`src/include/ers_pkg.sv`:
```
package ers_pkg;

    // stream geometry
    localparam int ERS_NUM_SLOTS = 32;
    localparam int ERS_SLOT_W    = 5;
    localparam int ERS_FRAME_W   = 4;
    localparam int ERS_DATA_W    = 8;
    localparam int ERS_NIB_W     = 4;
    localparam int ERS_NUM_RD    = 3;

    localparam logic [ERS_SLOT_W-1:0]  ERS_CAS_SLOT   = 5'h10;
    localparam logic [ERS_FRAME_W-1:0] ERS_MFAS_FRAME = 4'h0;

    // wishbone: register index n sits at byte address 4*n
    localparam int ERS_ADR_W = 10;
    localparam int ERS_WB_W  = 32;
    localparam int ERS_SEL_W = 4;
    localparam logic [7:0] ERS_SUB_BASE_IDX  = 8'h80;
    localparam logic [7:0] ERS_CTRL_BASE_IDX = 8'ha0;
    localparam logic [7:0] ERS_STAT_IDX      = 8'hc0;
    localparam int ERS_BANK_LSB = 5;

    localparam logic [ERS_DATA_W-1:0] ERS_REG_RESET = 8'h00;

    // control register fields
    localparam int ERS_CTRL_SUB_EN_BIT = 6;
    localparam int ERS_CTRL_MODE_LSB   = 2;

    // substitution register fields
    localparam int ERS_TWO_CODE_BIT = 3;
    localparam int ERS_FOUR_A_BIT   = 3;
    localparam int ERS_FOUR_B_BIT   = 2;
    localparam int ERS_SIXTEEN_A    = 3;
    localparam int ERS_SIXTEEN_D    = 0;

    // status register fields
    localparam int ERS_STAT_NIB_LSB = 4;

    typedef enum logic [1:0] {
        ERS_SUB_ALL_ONES = 2'b00,
        ERS_SUB_TWO      = 2'b01,
        ERS_SUB_FOUR     = 2'b10,
        ERS_SUB_SIXTEEN  = 2'b11
    } ers_sub_mode_type;

    typedef enum logic [1:0] {
        ERS_BUS_IDLE   = 2'b00,
        ERS_BUS_FETCH  = 2'b01,
        ERS_BUS_ANSWER = 2'b10
    } ers_bus_state_type;

    typedef enum logic [1:0] {
        ERS_HIT_NONE = 2'b00,
        ERS_HIT_SUB  = 2'b01,
        ERS_HIT_CTRL = 2'b10,
        ERS_HIT_STAT = 2'b11
    } ers_hit_type;

    typedef struct packed {
        logic                   valid;
        logic [ERS_FRAME_W-1:0] frame;
        logic [ERS_SLOT_W-1:0]  slot;
        logic [ERS_DATA_W-1:0]  data;
    } ers_beat_type;

endpackage

```
`src/core/ers_reg_mem.sv`:
```
`timescale 1ns/10ps
module ers_reg_mem #(
    parameter int WIDTH = 8,
    parameter int DEPTH = 32,
    parameter int NRD   = 3,
    parameter int AW    = $clog2(DEPTH)
) (
    input  wire logic                       mclk,
    input  wire logic                       sys_rst,
    input  wire logic                       wrEn,
    input  wire logic [AW-1:0]              wrAddr,
    input  wire logic [WIDTH-1:0]           wrData,
    input  wire logic [NRD-1:0][AW-1:0]     rdAddr,
    output logic      [NRD-1:0][WIDTH-1:0]  rdData
);
    logic [DEPTH-1:0][WIDTH-1:0] mem_reg;
    logic [DEPTH-1:0][WIDTH-1:0] mem_next;
    logic [NRD-1:0][WIDTH-1:0]   rd_next;

    always_comb begin
        mem_next = mem_reg;
        if (wrEn) begin
            mem_next[wrAddr] = wrData;
        end
        for (int i = 0; i < NRD; i++) begin
            rd_next[i] = mem_reg[rdAddr[i]];
        end
    end

    // small enough to live in flops, so every word has a known reset value
    always_ff @(posedge mclk or posedge sys_rst) begin
        if (sys_rst) begin
            mem_reg <= '0;
            rdData  <= '0;
        end else begin
            mem_reg <= mem_next;
            rdData  <= rd_next;
        end
    end
endmodule

```
`src/core/ers_rx_sig_sub.sv`:
```
// Design decision made here: the Wishbone interface to the registers.
`timescale 1ns/10ps
module ers_rx_sig_sub #(
    parameter int NUM_SLOTS = ers_pkg::ERS_NUM_SLOTS
) (
    input  wire logic                          mclk,
    input  wire logic                          sys_rst,
    input  wire logic                          wb_cyc_i,
    input  wire logic                          wb_stb_i,
    input  wire logic                          wb_we_i,
    input  wire logic [ers_pkg::ERS_ADR_W-1:0] wb_adr_i,
    input  wire logic [ers_pkg::ERS_SEL_W-1:0] wb_sel_i,
    input  wire logic [ers_pkg::ERS_WB_W-1:0]  wb_dat_i,
    output logic      [ers_pkg::ERS_WB_W-1:0]  wb_dat_o,
    output logic                               wb_ack_o,
    input  wire ers_pkg::ers_beat_type         condBeat,
    output ers_pkg::ers_beat_type              rxSerialOut
);
    import ers_pkg::*;

    localparam int AW = $clog2(NUM_SLOTS);

    function automatic logic [ERS_NIB_W-1:0] subNibble(
        input logic [ERS_DATA_W-1:0] ctrl,
        input logic [ERS_DATA_W-1:0] sub,
        input logic [ERS_NIB_W-1:0]  orig
    );
        ers_sub_mode_type mode;
        logic [ERS_NIB_W-1:0] res;
        mode = ers_sub_mode_type'(ctrl[ERS_CTRL_MODE_LSB +: 2]);
        res  = orig;
        if (ctrl[ERS_CTRL_SUB_EN_BIT]) begin
            unique case (mode)
                ERS_SUB_ALL_ONES: begin
                    res = '1;
                end
                ERS_SUB_TWO: begin
                    res = {ERS_NIB_W{sub[ERS_TWO_CODE_BIT]}};
                end
                ERS_SUB_FOUR: begin
                    res = {{2{sub[ERS_FOUR_A_BIT]}}, {2{sub[ERS_FOUR_B_BIT]}}};
                end
                ERS_SUB_SIXTEEN: begin
                    // bits 7-4 deliberately never looked at
                    res = sub[ERS_SIXTEEN_A:ERS_SIXTEEN_D];
                end
            endcase
        end
        return res;
    endfunction

    function automatic ers_hit_type decodeHit(input logic [7:0] idx);
        ers_hit_type hit;
        hit = ERS_HIT_NONE;
        if (idx[7:ERS_BANK_LSB] == ERS_SUB_BASE_IDX[7:ERS_BANK_LSB]) begin
            hit = ERS_HIT_SUB;
        end else if (idx[7:ERS_BANK_LSB] == ERS_CTRL_BASE_IDX[7:ERS_BANK_LSB]) begin
            hit = ERS_HIT_CTRL;
        end else if (idx == ERS_STAT_IDX) begin
            hit = ERS_HIT_STAT;
        end
        return hit;
    endfunction

    function automatic logic isCasBeat(input ers_beat_type b);
        return b.valid && (b.slot == ERS_CAS_SLOT) && (b.frame != ERS_MFAS_FRAME);
    endfunction

    // bus side state
    ers_bus_state_type      busState_reg;
    ers_bus_state_type      busState_next;
    logic [7:0]             busIdx_reg;
    logic [7:0]             busIdx_next;
    logic [ERS_WB_W-1:0]    datOut_reg;
    logic [ERS_WB_W-1:0]    datOut_next;
    logic                   ack_reg;
    logic                   ack_next;

    // stream side state
    ers_beat_type           beat1_reg;
    ers_beat_type           beat1_next;
    ers_beat_type           outBeat_reg;
    ers_beat_type           outBeat_next;
    logic [ERS_DATA_W-1:0]  lastSig_reg;
    logic [ERS_DATA_W-1:0]  lastSig_next;

    // register memories
    logic                          busStart;
    logic [7:0]                    reqIdx;
    ers_hit_type                   reqHit;
    logic                          subWrEn;
    logic                          ctrlWrEn;
    logic [ERS_NUM_RD-1:0][AW-1:0] rdAddr;
    logic [ERS_NUM_RD-1:0][ERS_DATA_W-1:0] subRd;
    logic [ERS_NUM_RD-1:0][ERS_DATA_W-1:0] ctrlRd;

    assign reqIdx   = wb_adr_i[ERS_ADR_W-1:2];
    assign reqHit   = decodeHit(reqIdx);
    assign busStart = wb_cyc_i && wb_stb_i && (busState_reg == ERS_BUS_IDLE) && !ack_reg;
    // writes land at the start edge; the status word is read-only
    assign subWrEn  = busStart && wb_we_i && wb_sel_i[0] && (reqHit == ERS_HIT_SUB);
    assign ctrlWrEn = busStart && wb_we_i && wb_sel_i[0] && (reqHit == ERS_HIT_CTRL);

    // port 0: channel in high nibble, port 1: channel 16 later, port 2: bus
    assign rdAddr[0] = {1'b0, condBeat.frame};
    assign rdAddr[1] = {1'b1, condBeat.frame};
    assign rdAddr[2] = reqIdx[AW-1:0];

    ers_reg_mem #(
        .WIDTH (ERS_DATA_W),
        .DEPTH (NUM_SLOTS),
        .NRD   (ERS_NUM_RD)
    ) subMem (
        .mclk    (mclk),
        .sys_rst (sys_rst),
        .wrEn    (subWrEn),
        .wrAddr  (reqIdx[AW-1:0]),
        .wrData  (wb_dat_i[ERS_DATA_W-1:0]),
        .rdAddr  (rdAddr),
        .rdData  (subRd)
    );

    ers_reg_mem #(
        .WIDTH (ERS_DATA_W),
        .DEPTH (NUM_SLOTS),
        .NRD   (ERS_NUM_RD)
    ) ctrlMem (
        .mclk    (mclk),
        .sys_rst (sys_rst),
        .wrEn    (ctrlWrEn),
        .wrAddr  (reqIdx[AW-1:0]),
        .wrData  (wb_dat_i[ERS_DATA_W-1:0]),
        .rdAddr  (rdAddr),
        .rdData  (ctrlRd)
    );

    // bus: idle -> fetch (memory read in flight) -> answer (ack for one cycle)
    always_comb begin
        busState_next = busState_reg;
        busIdx_next   = busIdx_reg;
        datOut_next   = datOut_reg;
        ack_next      = 1'b0;
        unique case (busState_reg)
            ERS_BUS_IDLE: begin
                if (busStart) begin
                    busIdx_next   = reqIdx;
                    busState_next = ERS_BUS_FETCH;
                end
            end
            ERS_BUS_FETCH: begin
                datOut_next = '0;
                unique case (decodeHit(busIdx_reg))
                    ERS_HIT_SUB: begin
                        datOut_next[ERS_DATA_W-1:0] = subRd[2];
                    end
                    ERS_HIT_CTRL: begin
                        datOut_next[ERS_DATA_W-1:0] = ctrlRd[2];
                    end
                    ERS_HIT_STAT: begin
                        datOut_next[ERS_DATA_W-1:0] = lastSig_reg;
                    end
                    ERS_HIT_NONE: begin
                        datOut_next = '0;
                    end
                endcase
                ack_next      = 1'b1;
                busState_next = ERS_BUS_ANSWER;
            end
            ERS_BUS_ANSWER: begin
                busState_next = ERS_BUS_IDLE;
            end
            default: begin
                busState_next = ERS_BUS_IDLE;
            end
        endcase
    end

    always_ff @(posedge mclk or posedge sys_rst) begin
        if (sys_rst) begin
            busState_reg <= ERS_BUS_IDLE;
            busIdx_reg   <= 8'h00;
            datOut_reg   <= '0;
            ack_reg      <= 1'b0;
        end else begin
            busState_reg <= busState_next;
            busIdx_reg   <= busIdx_next;
            datOut_reg   <= datOut_next;
            ack_reg      <= ack_next;
        end
    end

    assign wb_dat_o = datOut_reg;
    assign wb_ack_o = ack_reg;

    // stream: stage 1 waits on the per-channel lookup, stage 2 substitutes.
    // config written mid-frame takes effect from the next beat onward.
    always_comb begin
        beat1_next   = condBeat;
        outBeat_next = beat1_reg;
        lastSig_next = lastSig_reg;
        if (isCasBeat(beat1_reg)) begin
            // high nibble is the channel numbered by the frame, low the one 16 later
            outBeat_next.data = {
                subNibble(ctrlRd[0], subRd[0], beat1_reg.data[7:4]),
                subNibble(ctrlRd[1], subRd[1], beat1_reg.data[3:0])
            };
            lastSig_next = {beat1_reg.data[7:4], beat1_reg.frame};
        end
    end

    always_ff @(posedge mclk or posedge sys_rst) begin
        if (sys_rst) begin
            beat1_reg   <= '0;
            outBeat_reg <= '0;
            lastSig_reg <= ERS_REG_RESET;
        end else begin
            beat1_reg   <= beat1_next;
            outBeat_reg <= outBeat_next;
            lastSig_reg <= lastSig_next;
        end
    end

    assign rxSerialOut = outBeat_reg;
endmodule

```
`config.mk`:
```
export PLATFORM = sky130hd
export DESIGN_NAME = ers_rx_sig_sub
export DESIGN_NICKNAME = d
export VERILOG_FILES = /design/src/include/ers_pkg.sv /design/src/core/ers_reg_mem.sv /design/src/core/ers_rx_sig_sub.sv
export SDC_FILE = /design/constraint.sdc
export NUM_CORES = 1
export LEC_CHECK = 0
export BUFFER_PORTS_ARGS = -buffer_cell sky130_fd_sc_hd__buf_2
export CAP_MARGIN = 15
export CORE_AREA = 3 3 264 201
export CTS_CLUSTER_DIAMETER = 40
export DETAILED_ROUTE_END_ITERATION = 12
export DIE_AREA = 0 0 267 204
export PLACE_DENSITY_LB_ADDON = 0.25
export SLEW_MARGIN = 20
export SYNTH_ARGS = -nofsm -noshare
export SYNTH_HDL_FRONTEND = slang
export SYNTH_SLANG_ARGS = --single-unit
```
`constraint.sdc`:
```
create_clock -name mclk -period 23.7 [get_ports mclk]
set_input_delay 5.925 -clock mclk [delete_from_list [all_inputs] [get_ports mclk]]
set_output_delay 5.925 -clock mclk [all_outputs]
set_load 0.1 [all_outputs]
```
# Word level (Yosys, flattened, before mapping)
# Cells that the tools add are included.
dict set report word_totals {
  regBits 613
  word_cells 156
  in_bits 69
}
dict set report op_classes {
  reduce_logical 17
  n_lt_le_gt_ge 4
  eq_ne 20
  n_mux 32
}
# op n
set ops {}
lappend ops {{256-bit bitwise mux} 2}
lappend ops {{8-bit binary-select mux with 4-bit select} 4}
lappend ops {{8-bit binary-select mux with 5-bit select} 2}
lappend ops {{8-bit demux with 5-bit select} 1}
lappend ops {{8-bit two-way mux} 4}
lappend ops {{4-bit one-hot mux with 4 select lines} 2}
lappend ops {{8-bit one-hot mux with 4 select lines} 1}
lappend ops {{8-bit equality test (second input constant)} 2}
lappend ops {{2-bit two-way mux} 8}
lappend ops {{4-bit two-way mux} 4}
lappend ops {{2-bit equality test (second input constant)} 7}
lappend ops {{7-bit two-way mux} 2}
lappend ops {{3-bit equality test (second input constant)} 4}
lappend ops {{5-bit by 6-bit < comparator with 1-bit output (second input constant)} 2}
lappend ops {{2-bit by 1-bit equality test with 1-bit output (second input constant)} 5}
lappend ops {{1-bit logical AND} 10}
lappend ops {{2-bit logical NOT} 4}
lappend ops {{4-bit by 6-bit < comparator with 1-bit output (second input constant)} 1}
lappend ops {{5-bit equality test (second input constant)} 1}
lappend ops {{5-bit by 1-bit greater-or-equal comparator with 1-bit output (second input constant)} 1}
lappend ops {{2-bit one-hot mux with 2 select lines} 1}
lappend ops {{4-bit nonzero test} 1}
lappend ops {{2-bit inequality test (second input constant)} 1}
lappend ops {{2-bit AND reduction} 1}
lappend ops {{other kinds (2)} 2}

# Longest topological paths before layout
# Gate-level depths: netlist of the first run.
dict set report depth {
  word_depth 7
  depth_mapped 8
  ltp_nobuf 4
}

# Hierarchy
# Synthesis of the first run repeated with hierarchy kept, for this count alone.
dict set report unflattened {
  cells_unflattened 2081
  area_unflattened_um2 35112.4
}
# mod area_per_inst_um2 n_inst cells_per_inst seq_area_each_um2
set by_module_without_submodules {}
lappend by_module_without_submodules {ers_reg_mem 16241.8 2 938 7006.7}
lappend by_module_without_submodules {ers_rx_sig_sub 2628.8 1 205 1576.5}

# Least setup slack after synthesis of the first run
# No wires, ideal clock.
dict set report synth_timing {
  path_type {input-to-reg}
  start {input port wb_adr_i[6] in the netlist's numbering}
  end {register subMem.mem_reg[248] in the netlist's numbering}
  arrival_time_ns 7.670
  path_slack_ns 15.905
  stages 7
  cell_sequence {buf_4 > buf_6 > nand2_2 > or4b_4 > buf_6 > nor4_4 > mux2_4}
}
dict set report synth_via {
  elab_chain_len 6
}
# item line_no
set synth_rtl {}
lappend synth_rtl {{from (decl)} ers_rx_sig_sub.sv:11} ;# input wire logic [ers_pkg::ERS_ADR_W-1:0] wb_adr_i,
lappend synth_rtl {{branches (longest 6 deep; another with 5-bit by 6-bit < comparator with 1-bit output)} -}
lappend synth_rtl {{to (signal assigned)} ers_reg_mem.sv:36} ;# mem_reg <= mem_next;
lappend synth_rtl {{to (decl)} ers_reg_mem.sv:16} ;# logic [DEPTH-1:0][WIDTH-1:0] mem_reg;
# Parallel ways; which one is timed is not known.
# A chain may end at the register's enable or synchronous reset.

# Final worst setup path of the first run
dict set report layout_timing {
  start {input port wb_adr_i[3] in the netlist's numbering}
  end {register subMem.mem_reg[159] in the netlist's numbering}
}
# Same word-level chain as after synthesis.

==> impl_metrics.json, run 1 <==
{
  "ys.flop_type": "dfrtp_1",
  "synth_cells": 2037,
  "numCtsBuffers": 61,
  "portBuffers": 66,
  "cp_num_buf_inv": 2,
  "synth_top_cell_area_share": 0.534,
  "wirelength_mm": 76.5,
  "grt_pass1_wl_mm": 116,
  "internal-power_w": 0.00164,
  "cts.sinks": 605,
  "drcViolationCount": 0,
  "run_status": "finished, final reports clean",
  "ioPinCount": 120,
  "grt_usage": 0.284,
  "antenna_found_initial": 2,
  "synth_area_leaders": "dfrtp_1 (53%), mux2_2 (20%), mux2i_1 (9.2%), mux4_2 (4.4%), o22ai_1 (2.8%)",
  "yosysUniqueCellTypes": 43,
  "critPathCaptureType": "flip-flop",
  "final_area_mm2": 0.0312,
  "hold_viol": 0,
  "arrival_ps": 9610,
  "async_flop_share": 1.00,
  "worstSetupPathType": "input pin to flip-flop",
  "clock_skew_ps": 21.2,
  "final_cells": 2752,
  "ys_warn_count": 0,
  "synth_top_cell_by_area": "dfrtp_1",
  "ir_worst_vdd_mv": 0.0546,
  "initial_core_util": 0.564,
  "wl_met3_mm": 7.37,
  "leakagePower_nw": 15.3,
  "p_clk_frac": 0.438,
  "ant_nets": 0,
  "switching_share": 0.257,
  "die_area_mm2": 0.0545,
  "cp_slowest_stage_delay_ps": 700,
  "syn_to_final_growth_pct": 10.0,
  "wl_met1_mm": 33.7,
  "htree_levels": 2,
  "syn_area_mm2": 0.0284,
  "ys_seq_area_frac": 0.534,
  "final_nets": 2118,
  "fin_crit_ps": 9120,
  "vias": 18000,
  "clockBufferDepth": 3,
  "globalplace.congestion": 0.864,
  "wl_met2_mm": 33.4,
  "first_pass_iters": 6,
  "fmax_ghz": 0.110,
  "clk_pin_slew_ps": 70,
  "hold_path.class": "flip-flop to flip-flop",
  "avgSynthCellArea_um2": 13.9,
  "place_hpwl_mm": 49.8,
  "p_seq_frac": 0.481,
  "grt_max_degree": 148,
  "rsz0062_at_grt": "false",
  "p_sw_w": 0.000568,
  "die_y_um": 204,
  "maxSlewHeadroom": 0.187,
  "cts_setup_buffers": 0,
  "fp.dieW_um": 267,
  "routedWlPerCell_um": 27.8,
  "placed_area_mm2": 0.0291,
  "finalCritPeriodShare": 0.385,
  "postCtsHoldBufs": 0,
  "cp.required_ps": 24180,
  "cts_tree": "done",
  "drt-initial-drc-count": 1842,
  "drive_gt1_frac": 0.390,
  "path_cells": "buf_8 -> buf_12 -> nand3_1 -> nor3_2 -> nand2_1 -> mux2_2",
  "cts.repair.resized": 0,
  "critPathLaunchType": "input pin",
  "grt_pass1_vias": 18300,
  "path_delay_family": "simple AND/OR/NAND/NOR gates",
  "comb_power_share": 0.081,
  "via_per_inst": 6.53,
  "synth_most_common_cell": "dfrtp_1",
  "ys_ff_latch": 605,
  "powerDensity_mw_per_mm2": 70.9,
  "dp.cells": 2640,
  "path_max_fanout": 128,
  "synthTopCellsByCount": "dfrtp_1 (605), mux2_2 (516), mux2i_1 (261), o22ai_1 (128), clkbuf_1 (109)",
  "core_mm2": 0.0503,
  "worst_pin_slew_ps": 1210,
  "power_w": 0.00221,
  "cap_violations": 0,
  "finalSetupViolCount": 0,
  "top_layer": "met5",
  "gr-total-overflow": 0,
  "num_rows": 71,
  "clk_latency_ps": 610,
  "synth_edf_count": 0,
  "root_buffer": "clkbuf_16",
  "tns_ps": 0,
  "slowest_stage": "nor3_2",
  "slew_viol_final": 0
}
==> power groups by stage <==
stage	clock network, W	registers (W)	logic [W]
3_5_place_dp	0	0.00108	0.000178
4_1_cts	0.000982	0.00106	0.000179
2_1_floorplan	0	0.00112	0.000106
6_report	0.000968	0.00106	0.000179
3_3_place_gp	0	0.00108	0.000175
5_1_grt	0.00102	0.00107	0.000190
==> cell families (layout without fill, tap and decap cells) <==
logic type | Yosys count | count (layout) | share of synthesized area
AO/OA/AOI/OAI | 191 | 191 | 0.0426
buffers and inverters | 179 | 213 | 0.0284
flip-flops | 605 | 605 | 0.534
multiplexers | 851 | 851 | 0.350
other | 1 | 25 | 0.000132
AND/OR/NAND/NOR | 210 | 210 | 0.0455
==> per-layer routing <==
| metal | vias to the layer above | track usage |
|---|---|---|
| li1 | 7578 | - |
| met3 | 143 | 0.0970 |
| met1 | 9556 | 0.412 |
| met5 | - | 0 |
| met4 | 4 | 0.0703 |
| met2 | 679 | 0.412 |
==> through the flow <==
| stage | util | setup WS (ps) | hold WS (ps) |
|---|---|---|---|
| after floorplan | - | 838 | 346 |
| after detailed placement | 0.579 | 13910 | 355 |
| after global routing | 0.620 | 14400 | 374 |
| after CTS | 0.619 | 14530 | 366 |
| after global placement | 0.579 | 13980 | 352 |
| final | 0.620 | 14580 | 367 |
==> final cells by class <==
class | instances | area [um^2]
Multi-Input combinational cell | 1276 | 12500
Sequential cell | 605 | 15100
Tap cell | 657 | 822
Timing Repair Buffer | 101 | 669
Fill cell | 3837 | 19100
Antenna cell | 1 | 2.50
Clock buffer | 80 | 1700
Inverter | 4 | 22.5
Clock inverter | 28 | 305
==> worst register-to-register path, cell delays in order, from the launching register on <==
cell,delay (ps)
dfrtp_1,380
nand4bb_1,660
or4b_4,880
nor2b_1,870
mux2_2,440
==> cell usage in the layout (no fill, tap or decap), types with 7 or more instances in the layout <==
cell	Yosys	final
a21oi_1	8	8
a22oi_1	36	36
buf_2	7	62
buf_4	27	31
clkbuf_1	109	11
clkbuf_16	0	63
clkinv_2	0	7
conb_1	1	24
dfrtp_1	605	605
mux2_1	10	10
mux2_2	516	516
mux2_4	8	8
mux2i_1	261	261
mux4_2	56	56
nand2_1	90	90
nand2_2	9	9
nand2b_1	14	14
nand4bb_1	7	7
nor2_1	8	7
nor4_1	34	33
o21ai_0	17	17
o22ai_1	128	128
==> path summary, 6_finish.rpt <==
kind / from / end / slack (ps) / cells past startpoint
worst max-delay path: wb_adr_i[3] / subMem.mem_reg[159] / 14580 / 6
worst min-delay path: beat1_reg[8] / rxSerialOut[8] / 370 / 0
worst max register to register: wb_ack_o / ctrlMem.mem_reg[228] / 20360 / 4
worst min register to register: beat1_reg[8] / rxSerialOut[8] / 370 / 0
max in group asynchronous: sys_rst / ctrlMem.mem_reg[220] / 15250 / 6
min in group asynchronous: sys_rst / subMem.mem_reg[228] / 5500 / 2
Power figures use the tool's default switching activity.
==> run 2: changes to the inputs <==
--- a/config.mk
+++ b/config.mk
@@ -5,12 +5,13 @@
 export SDC_FILE = /design/constraint.sdc
 export NUM_CORES = 1
 export LEC_CHECK = 0
+export ABC_AREA = 1
 export BUFFER_PORTS_ARGS = -buffer_cell sky130_fd_sc_hd__buf_2
 export CAP_MARGIN = 15
-export CORE_AREA = 3 3 264 201
+export CORE_AREA = 3 3 271 206
 export CTS_CLUSTER_DIAMETER = 40
 export DETAILED_ROUTE_END_ITERATION = 12
-export DIE_AREA = 0 0 267 204
+export DIE_AREA = 0 0 274 209
 export PLACE_DENSITY_LB_ADDON = 0.25
 export SLEW_MARGIN = 20
 export SYNTH_ARGS = -nofsm -noshare
==> constraint.sdc (replaced) <==
create_clock -name mclk -period 9.6 [get_ports mclk]
set_input_delay 2.4 -clock mclk [delete_from_list [all_inputs] [get_ports mclk]]
set_output_delay 2.4 -clock mclk [all_outputs]
set_load 0.1 [all_outputs]
==> impl_metrics.json, run 2 <==
{
  "via_per_inst": 5.53,
  "synth_top_cell_by_area": "dfrtp_1",
  "fin_crit_ps": 4800,
  "critPathCaptureType": "flip-flop",
  "cap_violations": 0,
  "syn_area_mm2": 0.0308,
  "placed_area_mm2": 0.0308,
  "r2r_start": "busState_reg[1]",
  "maxSlewHeadroom": 0.245,
  "drcViolationCount": 0,
  "p_clk_frac": 0.459,
  "synthTopCellsByCount": "nand2_1 (2036), dfrtp_1 (605), o21ai_0 (462), clkbuf_1 (156), inv_1 (154)",
  "synth_cells": 4069,
  "ys_seq_area_frac": 0.491,
  "die_area_mm2": 0.0573,
  "vias": 26200,
  "worstHoldStart": "beat1_reg[10]",
  "power_w": 0.00584,
  "routedWlPerCell_um": 17.6,
  "comb_power_share": 0.090,
  "leakagePower_nw": 16.3,
  "final_area_mm2": 0.0331,
  "utilization": 0.623,
  "clk_pin_slew_ps": 60,
  "synth_top_cell_area_share": 0.491,
  "cp.required_ps": 10100,
  "htree_levels": 3,
  "numCtsBuffers": 70,
  "grt_pass1_vias": 23900,
  "portBuffers": 66,
  "wirelength_mm": 83.6,
  "r2r_end": "subMem.mem_reg[195]",
  "rrSetupSlack_ps": 6250,
  "fp.dieW_um": 274,
  "root_buffer": "clkbuf_16",
  "run_status": "finished, final reports clean",
  "async_flop_share": 1.00,
  "postCtsHoldBufs": 0,
  "hold_viol": 0,
  "core_mm2": 0.0532,
  "grt_usage": 0.293,
  "grt_pass1_wl_mm": 133,
  "worst_pin_slew_ps": 1130,
  "final_common_cell": "nand2_1",
  "drt-initial-drc-count": 3080,
  "slew_viol_final": 0,
  "final_nets": 4040,
  "pre_cts_ws_ps": 4240,
  "cts_setup_buffers": 0,
  "first_pass_iters": 8,
  "yosysUniqueCellTypes": 28,
  "die_y_um": 209,
  "rsz0062_at_grt": "false",
  "clockBufferDepth": 3,
  "fin_ws_ps": 4800,
  "place_hpwl_mm": 48.8,
  "num_rows": 73,
  "synth_area_leaders": "dfrtp_1 (49%), nand2_1 (25%), o21ai_0 (7.5%), nand3_4 (3.4%), o21ai_1 (2.4%)",
  "antenna_found_initial": 2,
  "p_seq_frac": 0.451,
  "arrival_ps": 5300,
  "finalSetupViolCount": 0,
  "min_to": "rxSerialOut[10]",
  "clock_skew_ps": 21.1,
  "cts_tree": "done",
  "path_max_fanout": 34,
  "synth_edf_count": 0,
  "dp.cells": 4611,
  "fmax_ghz": 0.208,
  "cts.repair.resized": 0,
  "drive_gt1_frac": 0.0718,
  "ys_warn_count": 0,
  "ioPinCount": 120,
  "powerDensity_mw_per_mm2": 176,
  "p_sw_w": 0.00157,
  "globalplace.congestion": 0.855,
  "clk_latency_ps": 610,
  "finalCritPeriodShare": 0.500,
  "ys_ff_latch": 605,
  "synth_most_common_cell": "nand2_1",
  "worstSetupPathType": "input pin to flip-flop",
  "internal-power_w": 0.00427,
  "cts.sinks": 605,
  "layout_common_cells": "nand2_1 (2036), dfrtp_1 (605), o21ai_0 (462)",
  "critPathLaunchType": "input pin",
  "min_path_cells": 0,
  "worst-r2r-cell-count": 6,
  "ant_nets": 0,
  "grt_max_degree": 180,
  "initial_core_util": 0.580,
  "avgSynthCellArea_um2": 7.58,
  "ir_worst_vdd_mv": 0.166,
  "ys.flop_type": "dfrtp_1",
  "hold_path.class": "flip-flop to flip-flop",
  "gr-total-overflow": 0,
  "switching_share": 0.269,
  "final_cells": 4739,
  "syn_to_final_growth_pct": 7.41
}
-- run 2: cell types whose count changed after synthesis, moves of 62 or more --
cell,before,now
inv_1,4,154
mux2_2,516,0
mux2i_1,261,0
nand2_1,90,2036
nand3_1,1,112
nor2_1,8,84
o211ai_1,0,62
o21ai_0,17,462
o21ai_1,0,148
o22ai_1,128,0
-- run 2: worst max-delay path by stage --
stage,from,end,slack (ps),cells past startpoint
finish,wb_stb_i,subMem.mem_reg[195],4800,8
global placement,wb_cyc_i,ctrlMem.mem_reg[169],4270,9
global route,wb_cyc_i,subMem.mem_reg[213],4580,9
CTS,wb_cyc_i,subMem.mem_reg[195],4820,8
detailed placement,wb_cyc_i,ctrlMem.mem_reg[175],4240,9
floorplan,sys_rst,beat1_reg[0],-1050,1
-- run 2: power by group through the flow --
stage / sequential (W) / clock (W) / combinational, W
detailed placement: 0.00268 / 0 / 0.000518
global route: 0.00264 / 0.00283 / 0.000564
finish: 0.00263 / 0.00268 / 0.000523
global placement: 0.00268 / 0 / 0.000514
CTS: 0.00263 / 0.00272 / 0.000521
floorplan: 0.00277 / 0 / 0.000301
-- run 2: metal layers --
layer	share of wire	GRT usage
met1	0.45	0.443
met2	0.42	0.420
met3	0.10	0.0714
met4	0.026	0.0843
met5	0.00016	0
-- run 2: cell type report --
| class | count | area [um^2] |
|---|---|---|
| fillers | 4793 | 20000 |
| flip-flops and latches | 605 | 15100 |
| multi-input cells | 3034 | 13500 |
| clock buffers | 100 | 2090 |
| well taps | 712 | 891 |
| inverters | 165 | 631 |
| repair buffers | 95 | 622 |
| clock inverters | 27 | 259 |
| diodes | 1 | 2.50 |
-- run 2: stage by stage --
step | hold WS, ps | TNS (ps)
2_1_floorplan | 354 | -637160
3_3_place_gp | 354 | 0
3_5_place_dp | 361 | 0
4_1_cts | 377 | 0
5_1_grt | 383 | 0
6_report | 375 | 0
-- run 2: cells by family (layout without fill, tap and decap cells) --
family | count (synthesis) | in the layout | share of synthesized area
flip-flops | 605 | 605 | 0.491
AO/OA/AOI/OAI | 707 | 707 | 0.120
AND/OR/NAND/NOR | 2303 | 2303 | 0.314
other | 1 | 25 | 0.000122
buffers and inverters | 453 | 387 | 0.0747
-- run 2: critical path, cell delays in order --
cell and delay [ps]:
buf_2 80, nand2_1 50, inv_1 90, nand3b_4 210, nor2_8 810, buf_4 850, nand3_4 390, o21ai_0 320
